[src/verilog/srs_params.svh]
/*
 * Constants of the supply reset sequencer: timing counts, flag positions,
 * reset values.
 * Assumes inclusion by bare name from design files only.
 */
`ifndef SRS_PARAMS_SVH
`define SRS_PARAMS_SVH

// ----------------------------------------------------------------
// Timing
// ----------------------------------------------------------------
`define SRS_CLK_PERIOD_PS   5000
`define SRS_POR_TIME_NS     100000
`define SRS_POR_CYCLES      ((`SRS_POR_TIME_NS * 1000) / `SRS_CLK_PERIOD_PS)
`define SRS_POR_EXT_CYCLES  65536
`define SRS_MSS_TIME_NS     2000
`define SRS_MSS_TICKS       ((`SRS_MSS_TIME_NS * 1000 + `SRS_CLK_PERIOD_PS - 1) / `SRS_CLK_PERIOD_PS)

// ----------------------------------------------------------------
// Diagnosis flag positions
// ----------------------------------------------------------------
`define SRS_DIAG_RST        0
`define SRS_DIAG_PUMP_UV    1
`define SRS_DIAG_PUMP_WARN  2
`define SRS_DIAG_WIDTH      3
`define SRS_DIAG_RESET_VAL  3'h0

`endif

[src/verilog/srs_pkg.sv]
/*
 * Types of the supply reset sequencer.
 * Assumes nothing of its surroundings.
 */
package srs_pkg;
	typedef enum logic [2:0] {
		SRS_SLEEP,
		SRS_HOLD,
		SRS_POR_WAIT,
		SRS_RUN,
		SRS_WD_TRIP
	} srs_state_t;
endpackage

[src/verilog/srs_delay_counter.sv]
/*
 * Power-on delay counter with a registered done flag.
 * Assumes run is a level: counting runs while run is high, clears when low.
 */
`timescale 1ns/10ps
module srs_delay_counter #(
	parameter int WIDTH = 17
) (
	// Clock and reset
	input  wire logic             ref_clk,
	input  wire logic             reset_n,
	// Control
	input  wire logic             run,
	input  wire logic [WIDTH-1:0] limit,
	// Status
	output logic                  done
);
	logic [WIDTH-1:0] count_r;
	logic [WIDTH-1:0] count_nxt;
	logic             done_r;
	logic             done_nxt;

	// Count up while running, stop one below the limit
	always_comb begin
		count_nxt = count_r;
		done_nxt  = done_r;
		if (!run) begin
			count_nxt = '0;
			done_nxt  = 1'b0;
		end else if (count_r >= limit - WIDTH'(1)) begin
			done_nxt = 1'b1;
		end else begin
			count_nxt = count_r + WIDTH'(1);
		end
	end

	always_ff @(posedge ref_clk or negedge reset_n) begin
		if (!reset_n) begin
			count_r <= '0;
			done_r  <= 1'b0;
		end else begin
			count_r <= count_nxt;
			done_r  <= done_nxt;
		end
	end

	assign done = done_r;
endmodule

[src/verilog/supply_reset_sequencer.sv]
/*
 * Reset, sleep and supply supervision of a two-channel solenoid driver.
 * Assumes comparator and pin inputs are synchronous to ref_clk; clkTick is
 * one pulse per rising edge of the external clock, seen in ref_clk domain.
 */
//Contract
//- Any core supply undervoltage holds reset
//- Enabled watchdog resets on missing clock
//- Release after supplies good plus delay
//- No SPI accepted before delay completes
//- Delay starts after reset pin rises
//- Set reset flag on leaving reset
//- Diagnosis access clears reset flag
//- Pump undervoltage disables outputs, flags
//- Pump warning sets separate flag
//- Warning band keeps outputs running
//- Any core supply low means sleep
//- Sleep exits automatically when supplies good
//- Sleep exit reruns full delay
//- Enable low stops channels, masked fault
//- Load undervoltage stops only that channel
//- Reset pin low: reset, fault, no SPI
//- Watchdog trip answers with version read
`timescale 1ns/10ps
`include "srs_params.svh"
module supply_reset_sequencer
	import srs_pkg::*;
#(
	parameter int CHANNELS   = 2,
	parameter int POR_CYCLES = `SRS_POR_EXT_CYCLES,
	parameter int MSS_TICKS  = `SRS_MSS_TICKS
) (
	// Clock and reset
	input  wire logic                       ref_clk,
	input  wire logic                       reset_n,
	// Supply comparators, high means below threshold, batteryOv high means above
	input  wire logic                       digitalUv,
	input  wire logic                       analogUv,
	input  wire logic                       analogRefUv,
	input  wire logic                       pumpUv,
	input  wire logic                       pumpWarn,
	input  wire logic                       batteryOv,
	input  wire logic [CHANNELS-1:0]        loadSupplyUv,
	// Host pins
	input  wire logic                       externalResetN,
	input  wire logic                       enablePin,
	input  wire logic                       clkTick,
	// Configuration
	input  wire logic                       clockWatchdogEnable,
	input  wire logic                       enableFaultMask,
	input  wire logic [CHANNELS-1:0]        channelFaultMask,
	input  wire logic                       channelFaultPending,
	// Diagnosis register access
	input  wire logic                       diagAccess,
	// Outputs
	output logic                            logicResetN,
	output logic                            sleepMode,
	output logic                            spiEnable,
	output logic                            spiForceVersion,
	output logic [CHANNELS-1:0]             channelEnable,
	output logic [`SRS_DIAG_WIDTH-1:0]      diagFlags,
	output logic                            faultOutN,
	output logic                            faultOutOe
);
	// ----------------------------------------------------------------
	// Supervision state
	// ----------------------------------------------------------------
	srs_state_t               state_r;
	srs_state_t               state_nxt;
	logic [31:0]              mssCount_r;
	logic [31:0]              mssCount_nxt;
	logic                     delayDone;
	logic                     coreUv;
	logic                     clockMissing;

	// Any of the three core supplies low
	assign coreUv = digitalUv | analogUv | analogRefUv;
	assign clockMissing = (mssCount_r >= 32'(MSS_TICKS));

	// Decode of the released state; shared by the flag and output logic
	function automatic logic isRun(input srs_state_t s);
		return (s == SRS_RUN);
	endfunction

	srs_delay_counter #(
		.WIDTH (17)
	) u_delay (
		.ref_clk (ref_clk),
		.reset_n (reset_n),
		.run     (state_r == SRS_POR_WAIT),
		.limit   (17'(POR_CYCLES)),
		.done    (delayDone)
	);

	// Next state of the supervisor
	always_comb begin
		state_nxt      = state_r;
		mssCount_nxt   = clkTick ? 32'h0 : (clockMissing ? mssCount_r : mssCount_r + 32'h1);
		case (state_r)
			SRS_SLEEP: begin
				if (!coreUv)
					state_nxt = SRS_HOLD;
			end
			SRS_HOLD: begin
				if (externalResetN && clkTick)
					state_nxt = SRS_POR_WAIT;
			end
			SRS_POR_WAIT: begin
				if (delayDone)
					state_nxt = SRS_RUN;
			end
			SRS_RUN: begin
				if (clockWatchdogEnable && clockMissing)
					state_nxt = SRS_WD_TRIP;
			end
			SRS_WD_TRIP: begin
				// Only external reset or power loss leaves the trip
				state_nxt = SRS_WD_TRIP;
			end
			default: state_nxt = SRS_SLEEP;
		endcase
		if (coreUv)
			state_nxt = SRS_SLEEP;
		else if (!externalResetN)
			state_nxt = SRS_HOLD;
	end

	always_ff @(posedge ref_clk or negedge reset_n) begin
		if (!reset_n) begin
			state_r      <= SRS_SLEEP;
			mssCount_r   <= 32'h0;
		end else begin
			state_r      <= state_nxt;
			mssCount_r   <= mssCount_nxt;
		end
	end

	// ----------------------------------------------------------------
	// Diagnosis flags and outputs
	// ----------------------------------------------------------------
	logic [`SRS_DIAG_WIDTH-1:0] diag_r;
	logic [`SRS_DIAG_WIDTH-1:0] diag_nxt;
	logic                       running;
	logic [CHANNELS-1:0]        chanEn_nxt;
	logic                       fault_nxt;
	logic                       leavingReset;
	logic                       logicResetN_nxt;
	logic                       sleepMode_nxt;
	logic                       spiEnable_nxt;
	logic                       spiForceVersion_nxt;
	logic [CHANNELS-1:0]        channelEnable_nxt;
	logic                       faultOutN_nxt;

	assign running      = isRun(state_r);
	assign leavingReset = (state_r == SRS_POR_WAIT) && isRun(state_nxt);

	// Flags: hardware set wins over access clear
	always_comb begin
		diag_nxt = diag_r;
		if (diagAccess && running)
			diag_nxt[`SRS_DIAG_RST] = 1'b0;
		if (leavingReset)
			diag_nxt[`SRS_DIAG_RST] = 1'b1;
		diag_nxt[`SRS_DIAG_PUMP_UV]   = running & pumpUv;
		diag_nxt[`SRS_DIAG_PUMP_WARN] = running & pumpWarn;
	end

	// Per-channel enables
	always_comb begin
		chanEn_nxt = '0;
		for (int i = 0; i < CHANNELS; i++) begin
			chanEn_nxt[i] = running & clockWatchdogEnable & enablePin & ~pumpUv
				& ~batteryOv & ~loadSupplyUv[i];
		end
	end

	// Fault pin, pulled low on any active condition
	always_comb begin
		fault_nxt = running & ~clockMissing & ~pumpUv & ~batteryOv & ~channelFaultPending
			& ~(~enablePin & enableFaultMask) & ~|(loadSupplyUv & channelFaultMask);
	end

	// Output next values from the next state, so every pin leaves a flop
	always_comb begin
		logicResetN_nxt     = isRun(state_nxt);
		sleepMode_nxt       = (state_nxt == SRS_SLEEP);
		spiEnable_nxt       = isRun(state_nxt) | (state_nxt == SRS_WD_TRIP);
		spiForceVersion_nxt = (state_nxt == SRS_WD_TRIP);
		channelEnable_nxt   = chanEn_nxt & {CHANNELS{isRun(state_nxt)}};
		// Fault pin lags release by a cycle, as fault_nxt looks at the old state
		faultOutN_nxt       = fault_nxt & isRun(state_nxt);
	end

	// Output and flag registers
	always_ff @(posedge ref_clk or negedge reset_n) begin
		if (!reset_n) begin
			diag_r          <= `SRS_DIAG_RESET_VAL;
			logicResetN     <= 1'b0;
			sleepMode       <= 1'b1;
			spiEnable       <= 1'b0;
			spiForceVersion <= 1'b0;
			channelEnable   <= '0;
			faultOutN       <= 1'b0;
			faultOutOe      <= 1'b1;
		end else begin
			diag_r          <= diag_nxt;
			logicResetN     <= logicResetN_nxt;
			sleepMode       <= sleepMode_nxt;
			spiEnable       <= spiEnable_nxt;
			spiForceVersion <= spiForceVersion_nxt;
			channelEnable   <= channelEnable_nxt;
			faultOutN       <= faultOutN_nxt;
			// Open drain: drive only while pulling low
			faultOutOe      <= ~faultOutN_nxt;
		end
	end

	assign diagFlags = diag_r;
endmodule

[config.mk]
export PLATFORM = sky130hd
export DESIGN_NAME = supply_reset_sequencer
export DESIGN_NICKNAME = d
export VERILOG_FILES = /design/src/verilog/srs_pkg.sv /design/src/verilog/srs_delay_counter.sv /design/src/verilog/supply_reset_sequencer.sv
export VERILOG_INCLUDE_DIRS = /design/src /design/src/verilog
export SDC_FILE = /design/constraint.sdc
export NUM_CORES = 1
export LEC_CHECK = 0
export BUFFER_PORTS_ARGS = -buffer_cell sky130_fd_sc_hd__buf_2
export CAP_MARGIN = 20
export CORE_ASPECT_RATIO = 1.4
export CORE_UTILIZATION = 30
export CTS_BUF_LIST = sky130_fd_sc_hd__clkbuf_16
export DETAILED_ROUTE_END_ITERATION = 6
export GPL_TIMING_DRIVEN = 0
export PLACE_DENSITY = 0.5
export SLEW_MARGIN = 0
export SYNTH_ARGS = -nofsm -noshare
export SYNTH_HDL_FRONTEND = slang
export SYNTH_SLANG_ARGS = --single-unit
[constraint.sdc]
create_clock -name ref_clk -period 5.6 [get_ports ref_clk]
set_input_delay 1.4 -clock ref_clk [delete_from_list [all_inputs] [get_ports ref_clk]]
set_output_delay 1.4 -clock ref_clk [all_outputs]
set_load 0.02 [all_outputs]
* Word-level counts from Yosys, hierarchy flattened *
Cells that the tools add are included.

word-level totals
  bits in registers = 64
  latch bits = 0
  bits in writable memories = 0
  bits in read-only memories = 0
  bits of input ports = 19
  output and inout port bits = 11
  memories = 0

operators by class
  add/subtract/negate cells = 2
  multipliers = 0
  divide/modulo/power cells = 0
  magnitude comparators = 2
  equal/unequal tests = 9
  shift-type cells = 0
  mux-type cells = 14
  bitwise operators = 30
  reduce and logical (&&, ||, !) cells = 9

operators with widths
  operator                                                                                count
  32-bit two-way mux                                                                      2
  17-bit two-way mux                                                                      2
  32-bit by 1-bit adder with 32-bit output (second input constant)                        1
  32-bit by 9-bit greater-or-equal comparator with 1-bit output (second input constant)   1
  17-bit by 1-bit adder with 17-bit output (second input constant)                        1
  17-bit by 16-bit greater-or-equal comparator with 1-bit output (second input constant)  1
  1-bit bitwise AND                                                                       16
  3-bit two-way mux                                                                       5
  3-bit case mux with 5 select lines                                                      1
  3-bit by 2-bit == test with 1-bit output (second input constant)                        3
  1-bit NOT                                                                               9
  3-bit == test (second input constant)                                                   2
  3-bit logical NOT                                                                       2
  2-bit inequality test (second input constant)                                           3
  2-bit bitwise AND                                                                       2
  1-bit logical AND                                                                       4
  1-bit two-way mux                                                                       4
  3-bit by 1-bit == test with 1-bit output (second input constant)                        1
  1-bit bitwise OR                                                                        3
  2-bit nonzero test                                                                      1
  2-bit OR reduction                                                                      1
  1-bit logical NOT                                                                       1

* Logic depth before layout (Yosys ltp) *
Gate-level depths: netlist (run 1).

  depth after elaboration = 10
  depth in mapped cells = 10
  gate-level depth less buffers = 9

* Modules after synthesis *
Synthesis (run 1) repeated with hierarchy kept, for this count alone.

second synthesis, totals
  cells, all modules = 362
  area, all modules = 3,627.2 µm²

modules (own cells, without submodules)
  module                  times used  cells an instance  area each (µm²)  seq. area each (µm²)
  supply_reset_sequencer  1           173                2,028.2          1,153.6
  srs_delay_counter       1           189                1,599.0          450.4

* Least setup slack after synthesis (run 1) *
Ideal clock, no wire load.

  kind = input port to flip-flop
  start point = input clkTick
  end point = register diag_r[0], in the netlist diagFlags[0]
  library setup time = 120 ps
  arrival = 2,317 ps
  data required time = 5,480 ps
  path slack = 3,163 ps
  stages = 6
  path buffers = 1
  path through = clkbuf_1 nand4_1 o21ai_0 o2111ai_2 inv_1 a31o_2

on the way
  longest elaborated chain between the ends = 8

ends and longest elaborated chain
  item                                                     line                           source
  start, declared                                          supply_reset_sequencer.sv:47   input wire logic clkTick,
  1-bit logical AND *                                      supply_reset_sequencer.sv:105  if (externalResetN && clkTick)
  3-bit two-way mux *                                      supply_reset_sequencer.sv:105
  3-bit case mux with 5 select lines *                     supply_reset_sequencer.sv:99   case (state_r)
  3-bit two-way mux *                                      supply_reset_sequencer.sv:124  else if (!externalResetN)
  3-bit two-way mux *                                      supply_reset_sequencer.sv:122  if (coreUv)
  net state_nxt[1]                                         supply_reset_sequencer.sv:69   srs_state_t state_nxt;
  3-bit by 2-bit == test with 1-bit output *               supply_reset_sequencer.sv:82   return (s == SRS_RUN);
  1-bit logical AND *                                      supply_reset_sequencer.sv:155  assign leavingReset = (state_r == SRS_POR_WAIT) && isRun(state_nxt);
  1-bit two-way mux or 2-bit nonzero test (tied branches)  --
  end signal, assigned                                     supply_reset_sequencer.sv:197  diag_r <= `SRS_DIAG_RESET_VAL;
  end signal, assigned                                     supply_reset_sequencer.sv:206  diag_r <= diag_nxt;
  end, declared                                            supply_reset_sequencer.sv:141  logic [`SRS_DIAG_WIDTH-1:0] diag_r;

Mark *: on every way through the listed nets, which the timed path passes. The rest lies on a longest branch.
A chain may end at the register's enable or synchronous reset.

* Final worst setup path (run 1) *
  start point = register u_delay.count_r[0]
  end point = register u_delay.count_r[13]

on the way
  longest elaborated chain between the ends = 3

ends and longest elaborated chain
  item                                      line                     source
  start, declared                           srs_delay_counter.sv:18  logic [WIDTH-1:0] count_r;
  start signal, assigned                    srs_delay_counter.sv:42  count_r <= count_nxt;
  17-bit by 1-bit adder with 17-bit output  srs_delay_counter.sv:33  count_nxt = count_r + WIDTH'(1);
  17-bit two-way mux                        srs_delay_counter.sv:30  end else if (count_r >= limit - WIDTH'(1)) begin
  17-bit two-way mux                        srs_delay_counter.sv:27  if (!run) begin

Several ways; a longest one is shown, not always the timed one. The select of a mux whose other input is x is not followed.

==> metrics.yaml, run 1 <==
grt_pass1_vias: 2182
ios: 30
die_y_um: 119.0
grt_pass1_wl_um: 10530
path_cells: "ha_1 -> nand3_1 -> nor2_1 -> ha_1 -> or2_1 -> nor2_1 -> nand4_1 -> xor2_1 -> nor2_1"
leakage_nw: 1.592
grt_max_degree: 65
ys.flop_type: "dfrtp_1"
clock_sinks: 64
post_cts_buffers: 0
detail-route-antenna-nets: 0
routed_wirelength_um: 6116
cts.htree.levels: 3
num_antenna_cells: 0
drt_iter0_drc: 110
avgSynthCellArea_um2: 10.59
setup_viol: 0
num_vias: 2130
synth_area_um2: 2933
critPathMaxFanout: 7
maxCapViolations: 0
p_per_area_nw_per_um2: 295.0
ys_seq_area_share_pct: 54.69
dp_hpwl_um: 4243
drc_errors: 0
via_per_inst: 4.942
grt_overflow: 0
clock_path_buffers: 2
cp_num_buf_inv: 0
outcome: "finished, final reports clean"
clock_skew_ns: 0.008171
cp.arrival_ns: 2.63
start_util_pct: 31.01
synth-edff-count: 0
endpoint_kind: "register"
cts_buffers: 9
max_freq_ghz: 0.4094
timing.slew.headroom_pct: 45.06
worstHoldPathType: "register to register"
post_cts_resized: 0
design_area_um2: 3495
whs_ns: 0.5027
hold_viol_final: 0
antenna_found_initial: 0
syn_inst: 277
gp_congestion: 0.7651
clockRootBuffer: "clkbuf_16"
cts_tree: "done"
wl_per_cell_um: 14.19
slowest_delay_ns: 0.44
rsz0062_at_grt: "no"
period_share_pct: 43.61
final_common_cell: "dfrtp_1"
slowest_stage: "nor2_1"
placed_area_um2: 3213
ctsHoldBuffers: 0
min_period_ns: 2.442
worstPathRequired_ns: 5.79
core-area_um2: 9459
path_delay_family: "simple AND/OR/NAND/NOR gates"
drv_slew: 0
start_kind: "register"
worst_slew_pin_slew_ns: 0.8241
syn2layout_area_growth_pct: 19.16
r2r-start: "u_delay.count_r[0]"
clock_latency_ns: 0.33
die_w_um: 85.57
path_clk_slew_ns: 0.05
total_power_w: 0.001031
track_usage_pct: 13.41
io_buffers: 28
finalSetupTns_ns: 0
dr.pass1.iters: 4
yosys-top-cells-area: "dfrtp_1 (53%), nor2b_1 (4.9%), nor2_1 (4.2%)"
die_area_um2: 10180
ys_ff_latch: 64
final_cell_mix: "dfrtp_1 (62), nor2_1 (33), buf_2 (28), nor2b_1 (23), nand2_1 (14)"
ir_drop_mv: 0.1402
syn-num-nets: 300
async_flop_share_pct: 100.0
path_class: "register to register"
drive_above_1_share_pct: 18.69
core.rowCount: 42
startpoint: "u_delay.count_r[0]"
ys_types: 47
synth_top_area_cell: "dfrtp_1"
worstHoldStart: "mssCount_r[31]"
synth_top_area_share_pct: 52.90
nNetsFinal: 339
ys_warn_count: 0
cpMostUsedCell: "nor2_1"
==> state kept, by name, summed over array words and instances, names as in the netlist, 2 cells and up <==
| signal | flops |
|---|---|
| channelEnable | 2 |
| diagFlags | 3 |
| mssCount_r | 32 |
| state_r | 3 |
| u_delay.count_r | 17 |
==> Yosys cell counts (all sizes together), types with 5 or more instances <==
| master | number |
|---|---|
| and2 | 5 |
| nor4 | 10 |
| a21oi | 13 |
| xnor2 | 8 |
| nor3 | 9 |
| inv | 8 |
| nand3 | 13 |
| nand2 | 14 |
| and3 | 7 |
| o21ai | 6 |
| nand4 | 10 |
| nor2b | 23 |
| clkbuf | 7 |
| dfrtp | 62 |
| xor2 | 8 |
| nor2 | 33 |
==> where the power goes <==
group | total (W) | switching [W] | internal (W) | leakage (nW)
Sequential | 0.000469 | 0.00000274 | 0.000466 | 0.885
Clock | 0.000531 | 0.000195 | 0.000337 | 0.149
Combinational | 0.0000311 | 0.0000215 | 0.00000964 | 0.558
==> final timing paths <==
kind                       slack (ns)                  end  cells after the start
max                              3.16  u_delay.count_r[13]                      9
min                              0.50       mssCount_r[31]                      1
max reg2reg                      3.16  u_delay.count_r[13]                      9
min reg2reg                      0.50       mssCount_r[31]                      1
max in group asynchronous        3.88        mssCount_r[6]                      1
min in group asynchronous        1.16  u_delay.count_r[12]                      1
==> layer usage <==
layer | vias to the layer above | GRT usage (%) | wire length [um]
met2 | 22 | 22.30 | 3193
met1 | 1044 | 16.15 | 2659
met4 | 0 | 5.000 | 103
met3 | 10 | 4.158 | 161
met5 | - | 0 | 0
li1 | 1054 | - | -
==> worst reg2reg max path, delay by kind of cell, from the launching register on <==
kind                       cells  cell delay [ns]
xor gates and xnor gates       1             0.16
DFF                            1             0.41
adders and majority gates      2             0.45
and+or+nand+nor                6             1.31
==> cells by family after synthesis <==
group	count (synthesis)	share of synthesized area, %
XOR/XNOR	16	4.778
buffers and inverters	18	2.858
AO/OA/AOI/OAI	39	9.684
flip-flops	64	54.69
AND/OR/NAND/NOR	136	26.28
adder cells (fa/ha/maj)	4	1.707
==> area by class of cell <==
class / instances / area, um^2
flip-flops and latches: 64 / 1604
repair buffers: 28 / 142.6
inverters: 8 / 30.03
clock buffers: 9 / 225.2
well taps: 110 / 137.6
multi-input cells: 195 / 1245
clock inverters: 7 / 56.30
fillers: 958 / 5964
plain buffers: 10 / 53.80
==> per-stage QoR <==
stage | setup WS, ns | instances | util, %
2_1_floorplan | 3.163 | 277 | -
3_3_place_gp | 2.816 | 415 | 33.94
3_5_place_dp | 2.847 | 415 | 33.97
4_1_cts | 3.150 | 431 | 36.94
5_1_grt | 2.996 | 431 | 36.94
6_report | 3.158 | 431 | 36.94
No activity file was read; power rests on OpenSTA's default activity.
==> inputs of run 2 (changes only) <==
- clock period: 5.6 -> 2.45 ns (I/O delays scaled with it)
==> run 2 against run 1 <==
  * Clock skew hardly changed
  * Setup slack worse by 3.0 ns
  * Design area is 0.36% higher
  * Register-to-register slack lost 3.0 ns
  * Die area did not move
  * Non-clock buffer count stayed put
  * Highest routed layer unchanged
  * Sequential power up 130%
  * Clock-buffer cell count unchanged
  * Cell count unchanged
  * Largest power group unchanged
  * Flip-flop and latch count stayed put
==> metrics.yaml, run 2 (same netlist as run 1, synthesis figures left out) <==
slowest_delay_ns: 0.49
dpl.cell_count: 415
num_antenna_cells: 0
clock_sinks: 64
start_kind: "register"
slowest_stage: "or4_1"
cpMostUsedCell: "nor2_1"
reg_top3: "mssCount_r: 32 flops, u_delay.count_r: 17 flops"
drive_above_1_share_pct: 19.31
stdcell_count: 431
grt_pass1_wl_um: 10530
clock_path_buffers: 2
clockRootBuffer: "clkbuf_16"
grt_max_degree: 65
die_area_um2: 10180
dr.pass1.iters: 4
outcome: "finished, final reports clean"
worstHoldPathType: "input pin to asynchronous set/reset pin"
syn2layout_area_growth_pct: 19.58
grt_pass1_vias: 2182
p_per_area_nw_per_um2: 671.8
largest_register_ffs: 32
timing.slew.headroom_pct: 45.11
post-route-util_pct: 37.08
die_y_um: 119.0
path_class: "register to register"
start_util_pct: 31.01
leakage_nw: 1.592
core.rowCount: 42
max_freq_ghz: 0.4375
final_cell_mix: "dfrtp_1 (62), nor2_1 (32), buf_2 (28), nor2b_1 (23), nand2_1 (14)"
cts_tree: "done"
num_vias: 2121
worst_slew_pin_slew_ns: 0.8234
die_w_um: 85.57
final_common_cell: "dfrtp_1"
design_area_um2: 3507
routed_wirelength_um: 6096
nNetsFinal: 339
gp_congestion: 0.7651
ctsHoldBuffers: 0
cts_buffers: 9
critPathMaxFanout: 7
wl_per_cell_um: 14.14
period_share_pct: 93.30
dp_hpwl_um: 4243
detail-route-antenna-nets: 0
io_buffers: 28
worstPathRequired_ns: 2.70
via_per_inst: 4.921
hold_viol_final: 0
drv_slew: 0
min_period_ns: 2.286
clock_latency_ns: 0.33
nFillCells: 953
multi_input_area_um2: 1257
track_usage_pct: 13.41
ir_drop_mv: 0.3204
core-area_um2: 9459
path_cells: "and4_1 -> buf_6 -> nand4_4 -> nor2_1 -> ha_1 -> nor2_1 -> o21ai_4 -> or4_1 -> a21oi_1"
cts.htree.levels: 3
drc_errors: 0
whs_ns: 0.3721
placed_area_um2: 3213
endpoint_kind: "register"
drt_iter0_drc: 125
ios: 30
rsz0062_at_grt: "no"
antenna_found_initial: 0
top_register: "mssCount_r"
seqCellArea_um2: 1604
grt_overflow: 0
finalSetupTns_ns: 0
setup_viol: 0
path_clk_slew_ns: 0.05
clock_skew_ns: 0.008176
maxCapViolations: 0
cp.arrival_ns: 2.54
==> run 2: changes by cell type in the layout (fill, tap and decap cells not counted) <==
cell | previous run | this run
nand3_1 | 13 | 12
nand3_2 | 0 | 1
nor2_1 | 33 | 32
nor2_4 | 0 | 1
==> run 2: worst max-delay path: cells and delay by family (launching register included) <==
family | cells | cell delay, ns
adder cells (fa/ha/maj) | 1 | 0.19
buffers and inverters | 1 | 0.13
flip-flops | 1 | 0.41
AND/OR/NAND/NOR | 5 | 1.17
AO/OA/AOI/OAI | 2 | 0.30
==> run 2: layout make-up <==
type	instances	share of cell area, %
multi-input combinational	195	35.85
clock buffer	9	6.422
buffer	10	1.534
tap	110	3.924
inverter	8	0.8562
sequential	64	45.74
timing repair buffer	28	4.067
clock inverter	7	1.605
==> run 2: stage by stage <==
stage               worst slack [ns]  total power (W)
global route                 0.01116         0.002451
global placement          0.00003042         0.001162
CTS                           0.1356         0.002395
detailed placement          0.007891         0.001163
finish                        0.1642         0.002356
floorplan                     0.3478         0.001115
==> run 2: worst paths after layout <==
path	from	end	slack (ns)	cells after the start
setup / recovery	u_delay.count_r[4]	u_delay.count_r[6]	0.16	9
hold / removal	reset_n	u_delay.count_r[12]	0.37	1
setup reg to reg	u_delay.count_r[4]	u_delay.count_r[6]	0.16	9
hold reg to reg	mssCount_r[31]	mssCount_r[31]	0.50	1
max in group asynchronous	reset_n	mssCount_r[6]	1.52	1
min in group ref_clk	pumpWarn	diagFlags[2]	0.49	2
==> run 2: power by group <==
part	total [W]	internal, W	switching, W
registers	0.00107	0.00106	0.00000627
logic	0.0000711	0.0000220	0.0000490
clock network	0.00121	0.000770	0.000444
==> run 2: per-layer routing <==
metal  up-vias  GRT usage [%]  routed length (um)
li1       1053              -                   -
met2        18          22.30                3187
met5         -              0                   0
met3        10          4.158                 157
met4         0          5.000                 103
met1      1040          16.15                2648
==> run 2: timing repair <==
action | 4_1_cts | 5_1_grt
gates resized for setup | 1 | 2
setup endpoints to repair | 1 | 2
buffers inserted | 0 | 0
endpoints found under the hold margin | 0 | 0
